## src/verilog/gpio_cfg.svh

```systemverilog
// named constants for the three-port pin block
// assumes inclusion by bare name from the bench and design
`ifndef GPIO_CFG_SVH
`define GPIO_CFG_SVH
`define GP_ADDR_A         8'h06
`define GP_ADDR_B         8'h07
`define GP_ADDR_C         8'h27
`define GP_MASK_A         8'h3F
`define GP_MASK_B         8'hF0
`define GP_MASK_C         8'hFF
`define GP_INONLY_BIT     3
`define GP_TCKI_BIT       2
`define GP_DIR_RESET      8'hFF
`define GP_PULL_GROUP     8'h1B
`define GP_ZERO8          8'h00
`endif
```

## src/verilog/gp_pkg.sv

```systemverilog
// types for the three-port pin block
// assumes gpio_cfg.svh holds the constants
package gp_pkg;
	typedef enum logic [1:0] {
		GP_SEL_A,
		GP_SEL_B,
		GP_SEL_C
	} gp_port_sel_t;
endpackage

```

## src/verilog/gp_ports.sv

```systemverilog
// three-port pin block: latches, direction control, pin readback, wake group
// assumes the core issues one access per instruction cycle on mclk
`include "gpio_cfg.svh"

////////////////////////////////////////////////////////////////////////////////
// What this block does
// port reads return live pin levels, never output latches
// every reset sets all direction bits, pins start as inputs
// first port has six bits; bits seven and six read zero
// input-only pin never drives
// pins given alternate function read zero
// pins zero, one, three, four have pull-ups and wake on change
// one common enable governs pull-up and wake for the group
// input-only pin as reset: pull-up forced on, wake disabled
// second port implements bits seven to four; low bits read zero
// third port implements all eight bits
// direction-load copies working register into selected direction register
// direction one tristates; zero drives the output latch
// timer option may force the timer clock pin to input
// direction registers are write-only and set at reset
// inputs are not latched; external driver holds level until read
// output latches hold until software writes again
// each pin except the reset pin has its own direction bit
// input-only direction bit stays one, ignores clears
// bit set and clear read pins, modify, write the addressed port's latch
// writes land at cycle end; reads sample at cycle start
module gp_ports (
	// clock and reset
	input  wire logic       mclk,
	input  wire logic       rst,
	// core register access
	input  wire logic [7:0] regAddr,
	input  wire logic       regWr,
	input  wire logic [7:0] regWdata,
	input  wire logic       regRd,
	input  wire logic       bitOp,
	input  wire logic       bitSet,
	input  wire logic [2:0] bitIdx,
	output logic      [7:0] regRdata,
	// direction load
	input  wire logic       dirLoad,
	input  wire gp_pkg::gp_port_sel_t dirSel,
	input  wire logic [7:0] workReg,
	// configuration
	input  wire logic       pullWakeEnN,
	input  wire logic       extResetMode,
	input  wire logic       timerExtClk,
	input  wire logic [7:0] altFuncA,
	input  wire logic [7:0] altFuncB,
	input  wire logic [7:0] altFuncC,
	// pins
	input  wire logic [7:0] first_port_pins_in,
	input  wire logic [7:0] second_port_pins_in,
	input  wire logic [7:0] portCIn,
	output logic      [7:0] first_port_pins_out,
	output logic      [7:0] first_port_pins_oe,
	output logic      [7:0] second_port_pins_out,
	output logic      [7:0] second_port_pins_oe,
	output logic      [7:0] portCOut,
	output logic      [7:0] portCOe,
	// pull and wake
	output logic      [7:0] pullUpEn,
	output logic            wakeEvent
);

	function automatic logic [7:0] implMask(input logic [7:0] a);
		case (a)
			`GP_ADDR_A:     implMask = `GP_MASK_A;
			`GP_ADDR_B:     implMask = `GP_MASK_B;
			`GP_ADDR_C:     implMask = `GP_MASK_C;
			default:        implMask = `GP_ZERO8;
		endcase
	endfunction

	////////////////////////////////////////////////////////////////////////////
	// pin synchronisers: three stages, change accepted when two and three agree
	logic [7:0] sA1_reg, sA2_reg, sA3_reg, pinA_reg;
	logic [7:0] sB1_reg, sB2_reg, sB3_reg, pinB_reg;
	logic [7:0] sC1_reg, sC2_reg, sC3_reg, pinC_reg;
	logic [7:0] pinA_next, pinB_next, pinC_next;

	genvar g;
	generate
		for (g = 0; g < 8; g++) begin : gFilt
			always_comb begin
				pinA_next[g] = (sA2_reg[g] == sA3_reg[g]) ? sA3_reg[g] : pinA_reg[g];
				pinB_next[g] = (sB2_reg[g] == sB3_reg[g]) ? sB3_reg[g] : pinB_reg[g];
				pinC_next[g] = (sC2_reg[g] == sC3_reg[g]) ? sC3_reg[g] : pinC_reg[g];
			end
		end
	endgenerate

	always_ff @(posedge mclk or posedge rst) begin
		if (rst) begin
			{sA1_reg, sA2_reg, sA3_reg, pinA_reg} <= '0;
			{sB1_reg, sB2_reg, sB3_reg, pinB_reg} <= '0;
			{sC1_reg, sC2_reg, sC3_reg, pinC_reg} <= '0;
		end else begin
			sA1_reg  <= first_port_pins_in;
			sA2_reg  <= sA1_reg;
			sA3_reg  <= sA2_reg;
			pinA_reg <= pinA_next;
			sB1_reg  <= second_port_pins_in;
			sB2_reg  <= sB1_reg;
			sB3_reg  <= sB2_reg;
			pinB_reg <= pinB_next;
			sC1_reg  <= portCIn;
			sC2_reg  <= sC1_reg;
			sC3_reg  <= sC2_reg;
			pinC_reg <= pinC_next;
		end
	end

	////////////////////////////////////////////////////////////////////////////
	// live readback value, masked for width and alternate function
	logic [7:0] liveA, liveB, liveC, liveSel;
	always_comb begin
		liveA = pinA_reg & ~altFuncA & `GP_MASK_A;
		liveB = pinB_reg & ~altFuncB & `GP_MASK_B;
		liveC = pinC_reg & ~altFuncC & `GP_MASK_C;
		case (regAddr)
			`GP_ADDR_A:     liveSel = liveA;
			`GP_ADDR_B:     liveSel = liveB;
			`GP_ADDR_C:     liveSel = liveC;
			default:        liveSel = `GP_ZERO8;
		endcase
	end

	////////////////////////////////////////////////////////////////////////////
	// output latches, direction registers, read data
	logic [7:0] latA_reg, latB_reg, latC_reg, latA_next, latB_next, latC_next;
	logic [7:0] dirA_reg, dirB_reg, dirC_reg, dirA_next, dirB_next, dirC_next;
	logic [7:0] rdata_reg, rdata_next, wval;
	logic       wrHit;

	always_comb begin
		latA_next  = latA_reg;
		latB_next  = latB_reg;
		latC_next  = latC_reg;
		dirA_next  = dirA_reg;
		dirB_next  = dirB_reg;
		dirC_next  = dirC_reg;
		rdata_next = rdata_reg;
		wval       = regWdata;
		wrHit      = regWr;
		if (bitOp) begin
			wval         = liveSel;
			wval[bitIdx] = bitSet;
			wrHit        = 1'b1;
		end
		if (wrHit) begin
			case (regAddr)
				`GP_ADDR_A:     latA_next = wval & implMask(regAddr);
				`GP_ADDR_B:     latB_next = wval & implMask(regAddr);
				`GP_ADDR_C:     latC_next = wval & implMask(regAddr);
				default: ;
			endcase
		end
		if (regRd)
			rdata_next = liveSel;
		if (dirLoad) begin
			case (dirSel)
				gp_pkg::GP_SEL_A: dirA_next = workReg | ~`GP_MASK_A;
				gp_pkg::GP_SEL_B: dirB_next = workReg | ~`GP_MASK_B;
				gp_pkg::GP_SEL_C: dirC_next = workReg;
				default: ;
			endcase
		end
		dirA_next[`GP_INONLY_BIT] = 1'b1;
	end

	always_ff @(posedge mclk or posedge rst) begin
		if (rst) begin
			latA_reg  <= `GP_ZERO8;
			latB_reg  <= `GP_ZERO8;
			latC_reg  <= `GP_ZERO8;
			dirA_reg  <= `GP_DIR_RESET;
			dirB_reg  <= `GP_DIR_RESET;
			dirC_reg  <= `GP_DIR_RESET;
			rdata_reg <= `GP_ZERO8;
		end else begin
			latA_reg  <= latA_next;
			latB_reg  <= latB_next;
			latC_reg  <= latC_next;
			dirA_reg  <= dirA_next;
			dirB_reg  <= dirB_next;
			dirC_reg  <= dirC_next;
			rdata_reg <= rdata_next;
		end
	end
	assign regRdata = rdata_reg;

	////////////////////////////////////////////////////////////////////////////
	// pin drivers, pull-ups and wake detection
	logic [7:0] oeA_next, oeB_next, oeC_next, oeA_reg, oeB_reg, oeC_reg;
	logic [7:0] outA_reg, outB_reg, outC_reg;
	logic [7:0] pull_next, pull_reg, wakeMask, wakeRef_reg;
	logic       wake_next, wake_reg;

	always_comb begin
		oeA_next = ~dirA_next & `GP_MASK_A;
		oeB_next = ~dirB_next & `GP_MASK_B;
		oeC_next = ~dirC_next & `GP_MASK_C;
		oeA_next[`GP_INONLY_BIT] = 1'b0;
		if (timerExtClk)
			oeA_next[`GP_TCKI_BIT] = 1'b0;
		pull_next = pullWakeEnN ? `GP_ZERO8 : `GP_PULL_GROUP;
		wakeMask  = pull_next;
		if (extResetMode) begin
			pull_next[`GP_INONLY_BIT] = 1'b1;
			wakeMask[`GP_INONLY_BIT]  = 1'b0;
		end
		wake_next = |((pinA_reg ^ wakeRef_reg) & wakeMask);
	end

	always_ff @(posedge mclk or posedge rst) begin
		if (rst) begin
			{oeA_reg, oeB_reg, oeC_reg}    <= '0;
			{outA_reg, outB_reg, outC_reg} <= '0;
			pull_reg    <= `GP_ZERO8;
			wakeRef_reg <= `GP_ZERO8;
			wake_reg    <= 1'b0;
		end else begin
			oeA_reg     <= oeA_next;
			oeB_reg     <= oeB_next;
			oeC_reg     <= oeC_next;
			outA_reg    <= latA_next;
			outB_reg    <= latB_next;
			outC_reg    <= latC_next;
			pull_reg    <= pull_next;
			wakeRef_reg <= pinA_reg;
			wake_reg    <= wake_next;
		end
	end

	assign first_port_pins_out  = outA_reg;
	assign first_port_pins_oe   = oeA_reg;
	assign second_port_pins_out = outB_reg;
	assign second_port_pins_oe  = oeB_reg;
	assign portCOut             = outC_reg;
	assign portCOe              = oeC_reg;
	assign pullUpEn             = pull_reg;
	assign wakeEvent            = wake_reg;

	////////////////////////////////////////////////////////////////////////////
	// checks
	AST_INONLY_NEVER_DRIVES: assert property (@(posedge mclk) disable iff (rst)
		!first_port_pins_oe[`GP_INONLY_BIT]) else $error("input-only pin driven");
	AST_DIR_HIGH_BLOCKS: assert property (@(posedge mclk) disable iff (rst)
		dirA_reg[`GP_INONLY_BIT]) else $error("input-only direction bit cleared");
	AST_UPPER_A_ZERO: assert property (@(posedge mclk) disable iff (rst)
		$past(regRd) && $past(regAddr) == `GP_ADDR_A |-> (regRdata & ~`GP_MASK_A) == `GP_ZERO8)
		else $error("first port upper bits not zero");
	AST_LOW_B_ZERO: assert property (@(posedge mclk) disable iff (rst)
		$past(regRd) && $past(regAddr) == `GP_ADDR_B |-> (regRdata & ~`GP_MASK_B) == `GP_ZERO8)
		else $error("second port low bits not zero");
	AST_READ_LIVE_C: assert property (@(posedge mclk) disable iff (rst)
		regRd && regAddr == `GP_ADDR_C |=> regRdata == $past(pinC_reg & ~altFuncC))
		else $error("third port read not pin level");
	AST_DIR_LOAD_C: assert property (@(posedge mclk) disable iff (rst)
		dirLoad && dirSel == gp_pkg::GP_SEL_C |=> portCOe == ~$past(workReg))
		else $error("direction load not applied");
	AST_LATCH_HOLDS: assert property (@(posedge mclk) disable iff (rst)
		!regWr && !bitOp |=> portCOut == $past(portCOut))
		else $error("output latch changed without write");
	AST_RESET_PULL: assert property (@(posedge mclk) disable iff (rst)
		extResetMode |=> pullUpEn[`GP_INONLY_BIT]) else $error("reset pin pull-up off");
	AST_GROUP_PULL: assert property (@(posedge mclk) disable iff (rst)
		!pullWakeEnN |=> (pullUpEn & `GP_PULL_GROUP) == `GP_PULL_GROUP)
		else $error("pull group not common");
	COV_BIT_OP: cover property (@(posedge mclk) disable iff (rst) bitOp);
	COV_DIR_LOAD: cover property (@(posedge mclk) disable iff (rst) dirLoad);
	COV_WAKE: cover property (@(posedge mclk) disable iff (rst) wakeEvent);
	COV_EXT_RESET: cover property (@(posedge mclk) disable iff (rst) extResetMode);
	COV_TIMER_PIN: cover property (@(posedge mclk) disable iff (rst) timerExtClk);

	////////////////////////////////////////////////////////////////////////////
	// reset, direction, latch, pull, wake and unmapped read checks
	AST_RESET_DIR_SET: assert property (@(posedge mclk) disable iff (rst)
		$fell(rst) |-> dirA_reg == `GP_DIR_RESET && dirB_reg == `GP_DIR_RESET
			&& dirC_reg == `GP_DIR_RESET) else $error("direction not set after reset");
	AST_DIR_LOAD_B: assert property (@(posedge mclk) disable iff (rst)
		dirLoad && dirSel == gp_pkg::GP_SEL_B
			|=> second_port_pins_oe == (~$past(workReg) & `GP_MASK_B))
		else $error("second port direction not applied");
	AST_LATCH_A_WRITE: assert property (@(posedge mclk) disable iff (rst)
		regWr && !bitOp && regAddr == `GP_ADDR_A
			|=> first_port_pins_out == ($past(regWdata) & `GP_MASK_A))
		else $error("first port latch not written");
	AST_LATCH_B_WRITE: assert property (@(posedge mclk) disable iff (rst)
		regWr && !bitOp && regAddr == `GP_ADDR_B
			|=> second_port_pins_out == ($past(regWdata) & `GP_MASK_B))
		else $error("second port latch not written");
	AST_TIMER_PIN_INPUT: assert property (@(posedge mclk) disable iff (rst)
		timerExtClk |=> !first_port_pins_oe[`GP_TCKI_BIT]) else $error("timer clock pin driven");
	AST_PULL_OFF: assert property (@(posedge mclk) disable iff (rst)
		pullWakeEnN && !extResetMode |=> pullUpEn == `GP_ZERO8)
		else $error("pull-ups on while disabled");
	AST_WAKE_NEEDS_ENABLE: assert property (@(posedge mclk) disable iff (rst)
		wakeEvent |-> !$past(pullWakeEnN)) else $error("wake without common enable");
	AST_UNMAPPED_READ: assert property (@(posedge mclk) disable iff (rst)
		regRd && implMask(regAddr) == `GP_ZERO8 |=> regRdata == `GP_ZERO8)
		else $error("unmapped read not zero");
endmodule

```

## config.mk

```make
export PLATFORM = sky130hd
export DESIGN_NAME = gp_ports
export DESIGN_NICKNAME = d
export VERILOG_FILES = /design/src/verilog/gp_pkg.sv /design/src/verilog/gp_ports.sv
export VERILOG_INCLUDE_DIRS = /design/src /design/src/verilog
export SDC_FILE = /design/constraint.sdc
export NUM_CORES = 1
export LEC_CHECK = 0
export ABC_CLOCK_PERIOD_IN_PS = 5100
export BUFFER_PORTS_ARGS = -buffer_cell sky130_fd_sc_hd__buf_2
export CORE_MARGIN = 2
export CORE_UTILIZATION = 43
export CTS_CLUSTER_DIAMETER = 200
export DETAILED_ROUTE_END_ITERATION = 12
export PLACE_DENSITY_LB_ADDON = 0.2
export SLEW_MARGIN = 15
export SYNTH_ARGS = -nofsm -noshare
export SYNTH_HDL_FRONTEND = slang
export SYNTH_SLANG_ARGS = --single-unit
```

## constraint.sdc

```tcl
create_clock -name mclk -period 5.1 [get_ports mclk]
set_clock_uncertainty 0.05 [all_clocks]
set_input_delay 0.765 -clock mclk [delete_from_list [all_inputs] [get_ports mclk]]
set_output_delay 0.765 -clock mclk [all_outputs]
set_load 0.01 [all_outputs]
```

# --- Word-level counts from Yosys, hierarchy flattened ---
# Cells that the tools add are included.
op_classes:
  order_cmp: 2
  n_eq_ne: 29
  mux: 22
  bitwise: 14
  n_reduce_logical: 6
ops:
  columns: ["cell", "count"]
  rows:
  - ["8-bit two-way mux", 13]
  - ["8-bit bitwise AND", 5]
  - ["8-bit NOT", 4]
  - ["1-bit equality test", 24]
  - ["8-bit one-hot mux with 3 select lines", 1]
  - ["8-bit by 3-bit equality test with 1-bit output (second input constant)", 2]
  - ["6-bit NOT", 2]
  - ["8-bit by 5-bit bitwise AND with 8-bit output", 1]
  - ["8-bit bitwise mux", 1]
  - ["8-bit by 6-bit equality test with 1-bit output (second input constant)", 1]
  - ["8-bit OR reduction", 1]
  - ["8-bit bitwise XOR", 1]
  - ["6-bit bitwise AND", 1]
  - ["2-bit AND reduction", 3]
  - ["1-bit two-way mux", 5]
  - ["5-bit two-way mux", 1]
  - ["3-bit by 4-bit less-than comparator with 1-bit output (second input constant)", 1]
  - ["1-bit demux with 3-bit select", 1]
  - ["3-bit by 1-bit greater-or-equal comparator with 1-bit output (second input constant)", 1]
  - ["2-bit by 1-bit equality test with 1-bit output (second input constant)", 1]
  - ["2-bit equality test (second input constant)", 1]
  - ["2-bit logical NOT", 1]
  - ["1-bit logical AND", 1]
word_totals:
  regBits: 182
  out_inout_bits: 65
  elab_cells: 119

# --- Longest topological paths before layout ---
# Gate-level depths: netlist (run 1).
logic_depth:
  ltp_word: 7
  depth_mapped: 6
  depth_no_buf: 4

# --- Least setup slack after synthesis (run 1) ---
# No wires, ideal clock.
synth_path:
  path_kind: "input -> register"
  startpoint: "input port regAddr[4]"
  endpoint: "register outA_reg[5] (netlist: first_port_pins_out[5])"
  setup_ps: 96
  t_arrival_ps: 2011
  required_ps: 4954
  slack_ps: 2943
  cell_stages: 5
  n_path_buf: 1
  path_cell_list: "or4b_1 -> buf_2 -> nor4b_4 -> nor3_1 -> o31ai_1"
synth_between:
  elab_chain_len: 5
  word_cells_on_any_way: 8
  classes_between: "3 x eq/ne; 3 x mux; 1 x bitwise; 1 x reduce/logical"
synth_lines:
  columns: ["element", "line", "text"]
  rows:
  - ["start, declared", "gp_ports.sv:32", "input wire logic [7:0] regAddr,"]
  - ["8-bit by 6-bit equality test with 1-bit output (tied with other cells)", "gp_ports.sv:67, gp_ports.sv:121", null]
  - ["8-bit one-hot mux with 3 select lines", "gp_ports.sv:121", "case (regAddr)"]
  - ["8-bit bitwise mux", "gp_ports.sv:148", "wval[bitIdx] = bitSet;"]
  - ["8-bit two-way mux", "gp_ports.sv:146", "if (bitOp) begin"]
  - ["8-bit bitwise AND", "gp_ports.sv:153", "`GP_ADDR_A: latA_next = wval & implMask(regAddr);"]
  - ["end signal, assigned", "gp_ports.sv:227", "outA_reg <= latA_next;"]
  - ["end, declared", "gp_ports.sv:196", "logic [7:0] outA_reg, outB_reg, outC_reg;"]
# Several ways; a longest one is shown, not always the timed one.
# A chain may end at the register's enable or synchronous reset.

# --- Worst setup path after layout (run 1) ---
layout_path:
  startpoint: "input port regAddr[4]"
  endpoint: "register outA_reg[2] (netlist: first_port_pins_out[2])"
# The elaborated chain is that of the path after synthesis.

==> run summary, run 1 <==
Post-Route WL -> 10700 um
Max Fanout on Critical Path -> 6
DRC Markers -> 0
num ports -> 152
wire length per cell -> 16.0 um
# port buffers -> 122
LEAKAGE -> 3.05 nW
kind of start point of the critical path -> primary input
switching pwr -> 0.633 mW
RePlAce Congestion -> 0.887
pre-CTS setup slack -> 2.46 ns
Max Clock Freq -> 0.452 GHz
Synth area leaders -> dfrtp_1, dfstp_2, mux2_2, maj3_1, buf_4
number of max-cap violations -> 0
ys flop type -> dfrtp_1
Die W -> 114 um
switch share -> 22.2%
number of flops mapped to enable cells by yosys -> 0
CTS resizes -> 0
DRT Pass-1 Iters -> 4
Design Area, Final -> 6500 um^2
global route overflow -> 0
DR vias/cell -> 4.93
Synth Area per Inst -> 13.6 um^2
ys async rst share -> 100%
Setup crit end kind -> flop
Hold Buf Count CTS -> 0
Cell Area, Placed -> 5850 um^2
antenna violations before repair -> 0
CP bufs+invs -> 1
routed wl met3 -> 850 um
worst path required time -> 5.37 ns
CTS Buf Count -> 17
Power Total -> 2.85 mW
CP Cell Sequence -> buf_2, or4b_1, nor4b_1, o21ai_1, a31oi_1
Area Overhead vs Synth -> 26.0%
pwr dens -> 438 nW/um^2
number of fill cells -> 1020
Comb pwr share -> 8.5%
Core ar. -> 11900 um^2
maximum VDD drop -> 291 uV
Crit Path Class -> primary input to flop
Die Footprint -> 12900 um^2
setup tns final -> 0 ns
first-pass GRT wire length -> 17600 um
Internal -> 2.22 mW
M1 wire length -> 4640 um
Post-Syn Area -> 5160 um^2
fraction of layout cells with a size suffix above 1 -> 38.1%
# diodes -> 0
CTS Sinks -> 139
later-pin clock latency in the skew report -> 0.41 ns
Post-CTS Setup Bufs -> 0
worst min path class -> flop to flop
slew margin rel. -> 34.0%
post-synth top area share -> 59.2%
Hold WS -> 0.296 ns
Ys Warns -> 0
Clock Power Share -> 47.1%
Top Metal Used -> met4
unrepaired setup endpoints after global routing -> no
slew at the pin with the worst max-slew slack -> 0.988 ns
overall global routing resource usage -> 18.0%
Initial Utilization -> 43.5%
CTS Buffer Depth -> 2
detailed placement HPWL -> 7620 um
Synth Instances -> 380
Final #Nets -> 596
count of final setup violators -> 0
vias in the first global route -> 3422
Period Utilization, post-route -> 43.4%
sequential share of the synthesized area -> 67.8%
sequential fraction of design power -> 44.4%
min cycle time layout -> 2.21 ns
crit-path leading delay family -> simple AND/OR/NAND/NOR gates
vias -> 3297
Iter 0 DRT Violations -> 202
routed wl met2 -> 5080 um
Die Ht -> 114 um
H-tree lvl count -> 4
largest net degree at the start of global routing -> 103
#FFs+latches synth -> 139
Synth area leader -> dfrtp_1
Final Hold Viols -> 0
remaining antenna violation count -> 0
Slew Limit Fails -> 0
worst setup margin -> 2.89 ns
CTS tree -> done
top-count cell post-synth -> dfrtp_1
status -> completed
CP max stage delay -> 0.76 ns
Cell variety after synth -> 50
arrival time worst endpoint -> 2.49 ns
crit path max-delay cell type -> or4b_1
Clock Tree Root -> clkbuf_16
Reg clk slew, reported paths -> 0.06 ns
row count -> 40
Synth top cells by count -> dfrtp_1, inv_1, buf_4
path summary, 6_finish.rpt:
path	from	cells past startpoint	slack [ns]	to
worst max-delay path	regAddr[4]	5	2.89	first_port_pins_out[2]
worst min register to register	sA1_reg[1]	0	0.30	sA2_reg[1]
max in group asynchronous	rst	3	3.45	sC3_reg[6]
min in group asynchronous	rst	2	0.50	second_port_pins_oe[6]
worst max register to register	pinA_reg[4]	4	3.36	portCOut[4]
worst min-delay path	sA1_reg[1]	0	0.30	sA2_reg[1]
per-stage QoR:
stage                     utilization (%)  std cells
final                                54.8        669
after CTS                            54.8        669
after global placement               49.3        637
after detailed placement             49.3        637
after floorplan                         -        396
after global routing                 54.8        669
logic make-up (layout without fill, tap and decap cells):
logic type | Yosys count | in the layout | share of synthesized area [%]
DFF | 139 | 139 | 67.8
and+or+nand+nor | 84 | 84 | 10.6
buffers and inverters | 59 | 185 | 5.72
AOI/OAI and AO/OA | 52 | 52 | 6.72
muxes | 23 | 23 | 4.90
adders and majority gates | 18 | 18 | 3.49
xor gates and xnor gates | 4 | 4 | 0.679
other | 1 | 17 | 0.0727
worst register-to-register path: stages (launching register included):
cell and delay [ns]:
dfrtp_1 0.39, or3b_2 0.46, a21oi_1 0.33, nor3_1 0.16
o31ai_1 0.26
cell usage in the layout, fill, tap and decap left out, types with 4 or more instances in the layout:
| master | Yosys | final |
|---|---|---|
| conb_1 | 1 | 17 |
| mux2_2 | 18 | 18 |
| nor2b_1 | 4 | 4 |
| nor3_1 | 6 | 6 |
| inv_6 | 0 | 4 |
| o22ai_1 | 8 | 8 |
| dfstp_2 | 17 | 17 |
| mux2i_1 | 5 | 5 |
| dfrtp_1 | 122 | 122 |
| o31ai_1 | 8 | 8 |
| nor2_1 | 9 | 9 |
| maj3_1 | 18 | 18 |
| a21oi_1 | 9 | 9 |
| a31oi_1 | 6 | 6 |
| buf_2 | 1 | 122 |
| inv_1 | 30 | 29 |
| o21ai_0 | 9 | 9 |
| bufinv_16 | 0 | 5 |
| clkbuf_16 | 0 | 17 |
| nor4b_1 | 5 | 5 |
| nor3b_1 | 5 | 5 |
| nand3_1 | 6 | 6 |
| nand2_1 | 14 | 14 |
| nand3b_1 | 8 | 8 |
| nand2b_1 | 7 | 7 |
power by group through the flow:
stage	combinational, mW	clock (mW)	sequential (mW)
after floorplan	0.132	0	1.29
after global placement	0.239	0	1.28
after detailed placement	0.245	0	1.28
after CTS	0.246	1.38	1.26
after global routing	0.271	1.42	1.28
final	0.242	1.34	1.26
cell type report:
class / instances / area [um^2] / share of cell area, %
flip-flops and latches: 139 / 3500 / 53.8
multi-input cells: 198 / 1430 / 21.9
repair buffers: 123 / 618 / 9.51
clock buffers: 19 / 443 / 6.81
clock inverters: 13 / 214 / 3.29
well taps: 147 / 184 / 2.83
inverters: 30 / 118 / 1.81
metal layers:
layer  GRT usage [%]  vias up
li1                -     1553
met4            7.15        0
met3            6.70       13
met1            23.1     1591
met2            28.1      140
met5               0        -
(Power assumes the default switching activity.)
==> inputs of run 2 (changes only) <==
--- a/config.mk
+++ b/config.mk
@@ -6,7 +6,7 @@
 export SDC_FILE = /design/constraint.sdc
 export NUM_CORES = 1
 export LEC_CHECK = 0
-export ABC_CLOCK_PERIOD_IN_PS = 5100
+export ABC_CLOCK_PERIOD_IN_PS = 2200
 export BUFFER_PORTS_ARGS = -buffer_cell sky130_fd_sc_hd__buf_2
 export CORE_MARGIN = 2
 export CORE_UTILIZATION = 43
==> constraint.sdc (replaced) <==
create_clock -name mclk -period 2.2 [get_ports mclk]
set_clock_uncertainty 0.05 [all_clocks]
set_input_delay 0.33 -clock mclk [delete_from_list [all_inputs] [get_ports mclk]]
set_output_delay 0.33 -clock mclk [all_outputs]
set_load 0.01 [all_outputs]
==> run 2 against run 1 <==
  * Setup slack got worse by 2.4 ns
  * Worst hold slack worse by 0.26 ns
  * Utilization up 1.7 points
  * Power increased by 120%
  * Critical endpoint is now first_port_pins_out[4]
  * Largest cell class unchanged
  * Highest routed layer unchanged
==> run summary, run 2 (synthesized netlist as in run 1, its figures left out) <==
Max Fanout on Critical Path -> 4 (-2)
slew margin rel. -> 65.2% (+31 points)
area of the multi-input gates -> 1430 um^2 (unchanged)
RePlAce Congestion -> 0.860 (-3.0%)
DRT Pass-1 Iters -> 4 (unchanged)
first-pass GRT wire length -> 18000 um (+2.2%)
Hold Path End -> pullUpEn[1]
wire length per cell -> 15.9 um (-0.65%)
CP bufs+invs -> 0 (-1)
Die W -> 114 um (unchanged)
reg-to-reg critical path startpoint -> pinA_reg[4]
register area -> 3500 um^2 (unchanged)
status -> completed
Max Clock Freq -> 0.584 GHz
arrival time worst endpoint -> 1.97 ns (-0.52 ns)
vias in the first global route -> 3534 (+3.3%)
CTS Sinks -> 139 (unchanged)
num ports -> 152 (unchanged)
CP Cell Sequence -> or3b_2, a21oi_1, nor3_1, o31ai_1
maximum VDD drop -> 770 uV (+160%)
Reg clk slew, reported paths -> 0.06 ns (about the same)
worst r2r dst -> first_port_pins_out[4]
reg-to-reg slack, setup -> 0.49 ns (-2.87 ns)
Cell Area, Placed -> 5920 um^2 (+1.3%)
setup tns final -> 0 ns (unchanged)
Area Overhead vs Synth -> 29.8%
Power Total -> 6.27 mW (+120%)
path depth of the worst reg2reg path -> 4 (unchanged)
LEAKAGE -> 3.15 nW (+3.2%)
Die Ht -> 114 um (unchanged)
number of fill cells -> 992 (-2.7%)
Top Metal Used -> met4
number of max-cap violations -> 0 (unchanged)
Core Util, Final -> 56.5% (+1.7 points)
global route overflow -> 0 (unchanged)
min-delay src -> pullWakeEnN
count of final setup violators -> 0 (unchanged)
Clock Tree Root -> clkbuf_16
min cycle time layout -> 1.71 ns
routed wl met3 -> 745 um (-12%)
M1 wire length -> 4850 um (+4.7%)
CTS Buffer Depth -> 2 (unchanged)
routed wl met2 -> 5340 um (+5.2%)
Iter 0 DRT Violations -> 189 (-6.4%)
Design Area, Final -> 6700 um^2 (+3.0%)
H-tree lvl count -> 4 (unchanged)
crit-path leading delay family -> simple AND/OR/NAND/NOR gates
CTS resizes -> 0 (unchanged)
Period Utilization, post-route -> 77.8%
CTS tree -> done
slew at the pin with the worst max-slew slack -> 0.520 ns (-0.468 ns)
# port buffers -> 122 (unchanged)
DR vias/cell -> 4.92 (about the same)
DRC Markers -> 0 (unchanged)
remaining antenna violation count -> 0 (unchanged)
worst path required time -> 2.46 ns (-2.91 ns)
antenna violations before repair -> 0 (unchanged)
Hold Path Depth -> 2 (+2)
CP max stage delay -> 0.46 ns (-0.30 ns)
Post-Route WL -> 11100 um (+3.5%)
Initial Utilization -> 43.5% (unchanged)
Final Hold Viols -> 0 (unchanged)
vias -> 3432 (+4.1%)
row count -> 40 (unchanged)
later-pin clock latency in the skew report -> 0.41 ns (about the same)
largest net degree at the start of global routing -> 85 (-17%)
unrepaired setup endpoints after global routing -> no
detailed placement HPWL -> 7620 um (about the same)
overall global routing resource usage -> 18.5% (+0.41 points)
kind of start point of the critical path -> flop
worst min path class -> primary input to flop
Hold WS -> 0.0379 ns (-0.258 ns)
Crit Path Class -> flop to flop
pwr dens -> 936 nW/um^2 (+110%)
CTS Buf Count -> 17 (unchanged)
Slew Limit Fails -> 0 (unchanged)
most frequent cells in the layout -> dfrtp_1, buf_2, inv_1
crit path max-delay cell type -> or3b_2
Setup crit end kind -> flop
Final #Nets -> 623 (+4.5%)
fraction of layout cells with a size suffix above 1 -> 37.7% (-0.42 points)
Die Footprint -> 12900 um^2 (unchanged)
Core ar. -> 11900 um^2 (unchanged)
-- run 2: layout make-up --
type / instances / area share (%)
antenna: 1 / 0.0373
clock buffer: 17 / 6.35
clock inverter: 15 / 2.24
inverter: 30 / 1.74
multi-input combinational: 198 / 21.3
sequential: 139 / 52.2
tap: 147 / 2.75
timing repair buffer: 150 / 13.4
-- run 2: worst max-delay path by stage --
stage	startpoint	end	slack [ns]	cells after the start
2_1_floorplan	rst	first_port_pins_oe[0]	0.1	1
3_3_place_gp	regAddr[4]	regRdata[1]	0.12	5
3_5_place_dp	regAddr[4]	second_port_pins_out[7]	0.08	5
4_1_cts	pinA_reg[4]	first_port_pins_out[4]	0.47	4
5_1_grt	regAddr[4]	first_port_pins_out[3]	0.40	5
6_report	pinA_reg[4]	first_port_pins_out[4]	0.49	4
-- run 2: repair_timing --
| action | CTS | global route |
|---|---|---|
| setup buffers | 0 | 0 |
| endpoints found under the setup margin | 0 | 0 |
| hold buffers | 20 | 0 |
| endpoints found under the hold margin | 74 | 0 |
-- run 2: worst reg2reg max path: stages, from the launching register on --
cell and delay [ns]:
dfrtp_1 0.39, or3b_2 0.46, a21oi_1 0.29, nor3_1 0.15, o31ai_1 0.26
-- run 2: report_power, final --
| part | internal [mW] | switching (mW) |
|---|---|---|
| clock | 1.67 | 1.07 |
| sequential | 2.84 | 0.0985 |
| combinational | 0.278 | 0.323 |
| total | 4.78 | 1.49 |
-- run 2: metrics by stage --
| stage | setup WS, ns | instances |
|---|---|---|
| final | 0.488 | 697 |
| after global routing | 0.396 | 696 |
| after CTS | 0.468 | 696 |
| after detailed placement | 0.0796 | 644 |
| after global placement | 0.121 | 644 |
| after floorplan | 0.0988 | 396 |
-- run 2: per-layer routing --
metal / GRT usage, % / vias up
li1: - / 1613
met1: 23.5 / 1673
met2: 29.3 / 132
met3: 6.27 / 14
met4: 7.24 / 0
met5: 0 / -
==> inputs of run 3 (changes only) <==
--- a/config.mk
+++ b/config.mk
@@ -6,7 +6,7 @@
 export SDC_FILE = /design/constraint.sdc
 export NUM_CORES = 1
 export LEC_CHECK = 0
-export ABC_CLOCK_PERIOD_IN_PS = 2200
+export ABC_CLOCK_PERIOD_IN_PS = 1650
 export BUFFER_PORTS_ARGS = -buffer_cell sky130_fd_sc_hd__buf_2
 export CORE_MARGIN = 2
 export CORE_UTILIZATION = 43
==> constraint.sdc (replaced) <==
create_clock -name mclk -period 1.65 [get_ports mclk]
set_clock_uncertainty 0.05 [all_clocks]
set_input_delay 0.2475 -clock mclk [delete_from_list [all_inputs] [get_ports mclk]]
set_output_delay 0.2475 -clock mclk [all_outputs]
set_load 0.01 [all_outputs]
==> run 3 against run 2 <==
  * Combinational power is 38% higher
  * Final cell count is 2.7% higher
  * Largest power group is now the clock network
  * Die area stayed put
  * Final area is 3.0% higher
  * Highest routed layer is now met5
  * Worst hold slack better by 0.015 ns
  * Register-to-register slack worse by 0.35 ns
  * Power is 39% higher
  * Global-route usage is 0.64 points lower
  * Clock power is 46% higher
  * Critical endpoint is now second_port_pins_out[7]
  * Wire length is 1.1% lower
==> run summary, run 3 (synthesized netlist as in run 1, its figures left out) <==
Initial Utilization -> 43.5% (unchanged)
Max Fanout on Critical Path -> 7 (+3)
slew margin rel. -> 64.4% (-0.84 points)
Core Util, Final -> 58.2% (+1.7 points)
Core ar. -> 11900 um^2 (unchanged)
worst path required time -> 1.92 ns (-0.54 ns)
Post-Route WL -> 11000 um (-1.1%)
count of final setup violators -> 0 (unchanged)
vias in the first global route -> 3545 (+0.31%)
# port buffers -> 122 (unchanged)
switch share -> 22.1% (-1.6 points)
unrepaired setup endpoints after global routing -> no
Final #Nets -> 642 (+3.0%)
CTS Buf Count -> 17 (unchanged)
H-tree lvl count -> 4 (unchanged)
remaining antenna violation count -> 0 (unchanged)
slew at the pin with the worst max-slew slack -> 0.534 ns (+0.0141 ns)
global route overflow -> 0 (unchanged)
dpl cells -> 659 (+2.3%)
Die W -> 114 um (unchanged)
Design Area, Final -> 6900 um^2 (+3.0%)
later-pin clock latency in the skew report -> 0.41 ns (about the same)
reg-to-reg critical path startpoint -> pinA_reg[5]
Hold Path End -> dirC_reg[7]
first-pass GRT wire length -> 17600 um (-2.0%)
worst min path class -> primary input to flop
Setup crit end kind -> flop
Period Utilization, post-route -> 95.7%
DRT Pass-1 Iters -> 4 (unchanged)
fraction of layout cells with a size suffix above 1 -> 38.9% (+1.2 points)
detailed placement HPWL -> 7780 um (+2.2%)
arrival time worst endpoint -> 1.85 ns (-0.12 ns)
Iter 0 DRT Violations -> 184 (-2.6%)
worst r2r dst -> second_port_pins_out[5]
min cycle time layout -> 1.58 ns
maximum VDD drop -> 919 uV (+19%)
status -> completed
Comb pwr share -> 9.5% (about the same)
path depth of the worst reg2reg path -> 4 (unchanged)
vias -> 3530 (+2.9%)
Clock Tree Root -> clkbuf_16
pre-CTS setup slack -> -0.273 ns (-0.353 ns)
CTS Buffer Depth -> 2 (unchanged)
Hold Path Depth -> 2 (unchanged)
row count -> 40 (unchanged)
antenna violations before repair -> 2 (+2)
num ports -> 152 (unchanged)
sequential fraction of design power -> 44.8% (-2.0 points)
overall global routing resource usage -> 17.8% (-0.64 points)
Power Total -> 8.72 mW (+39%)
Cell Area, Placed -> 6020 um^2 (+1.7%)
wire length per cell -> 15.3 um (-3.7%)
Area Overhead vs Synth -> 33.8%
Die Footprint -> 12900 um^2 (unchanged)
min-delay src -> workReg[7]
Slew Limit Fails -> 0 (unchanged)
DR vias/cell -> 4.93 (+0.13%)
Internal -> 6.79 mW (+42%)
worst setup margin -> 0.0709 ns (-0.417 ns)
Die Ht -> 114 um (unchanged)
Crit Path Class -> primary input to flop
reg-to-reg slack, setup -> 0.14 ns (-0.35 ns)
final cell count without fillers -> 716 (+2.7%)
Final Hold Viols -> 0 (unchanged)
Reg clk slew, reported paths -> 0.06 ns (about the same)
pwr dens -> 1260 nW/um^2 (+35%)
kind of start point of the critical path -> primary input
Clock Power Share -> 45.7% (+2.1 points)
number of max-cap violations -> 0 (unchanged)
CTS Sinks -> 139 (unchanged)
LEAKAGE -> 3.25 nW (+3.3%)
largest net degree at the start of global routing -> 96 (+13%)
RePlAce Congestion -> 0.891 (+3.6%)
CTS tree -> done
Max Clock Freq -> 0.633 GHz
switching pwr -> 1.93 mW (+29%)
most frequent cells in the layout -> dfrtp_1, buf_2, inv_1
DRC Markers -> 0 (unchanged)
[run 3: changes by cell type in the layout (fill, tap and decap cells not counted), sizes merged]
cell,previous run,this run
dlygate4sd3,20,24
buf,130,145
bufinv,2,4
clkinv,10,5
inv,31,29
clkbuf,17,22
[run 3: stage by stage]
| stage | hold slack, ns | TNS (ns) |
|---|---|---|
| finish | 0.0527 | 0 |
| global route | 0.0430 | 0 |
| CTS | 0.0403 | 0 |
| detailed placement | 0.286 | -4.32 |
| global placement | 0.282 | -3.34 |
| floorplan | 0.229 | -44.98 |
[run 3: worst max path at each step]
stage | startpoint | end | slack (ns) | depth (start not counted)
after detailed placement | regAddr[4] | first_port_pins_out[3] | -0.27 | 5
final | regAddr[4] | second_port_pins_out[7] | 0.07 | 5
after CTS | pinA_reg[5] | portCOut[5] | 0.06 | 4
after global routing | pinA_reg[5] | portCOut[5] | 0.01 | 4
after global placement | regAddr[4] | second_port_pins_out[7] | -0.22 | 5
after floorplan | rst | first_port_pins_oe[0] | -0.37 | 1
[run 3: layer usage]
| layer | up-vias | wire length [um] | global-route usage (%) |
|---|---|---|---|
| met2 | 135 | 5160 | 27.1 |
| met4 | 2 | 210 | 7.48 |
| met5 | - | 13 | 0 |
| met3 | 20 | 769 | 6.64 |
| met1 | 1727 | 4830 | 23.1 |
| li1 | 1646 | - | - |
[run 3: area by class of cell]
cell class / instances / area [um^2]
timing repair buffer: 169 / 1040
fill: 976 / 4960
tap: 147 / 184
antenna: 1 / 2.50
clock inverter: 10 / 168
clock buffer: 22 / 464
sequential: 139 / 3500
inverter: 30 / 116
multi-input combinational: 198 / 1430
[run 3: repair_timing]
action	in CTS	in global routing
hold buffers	24	0
setup endpoints to repair	0	6
resized for setup	0	2
hold endpoints to repair	102	0
setup buffers	0	0
[run 3: worst max-delay path, cell delays in order]
cell     delay, ns
buf_2         0.11
or4_1         0.72
o32ai_2       0.39
a41oi_1       0.19
o21ai_0       0.20
[run 3: power by group through the flow]
stage	Clock, mW	Combinational [mW]	Sequential (mW)
floorplan	0	0.409	4.00
global placement	0	0.772	3.96
detailed placement	0	0.787	3.96
CTS	4.08	0.834	3.91
global route	4.23	0.913	3.94
finish	3.99	0.827	3.91
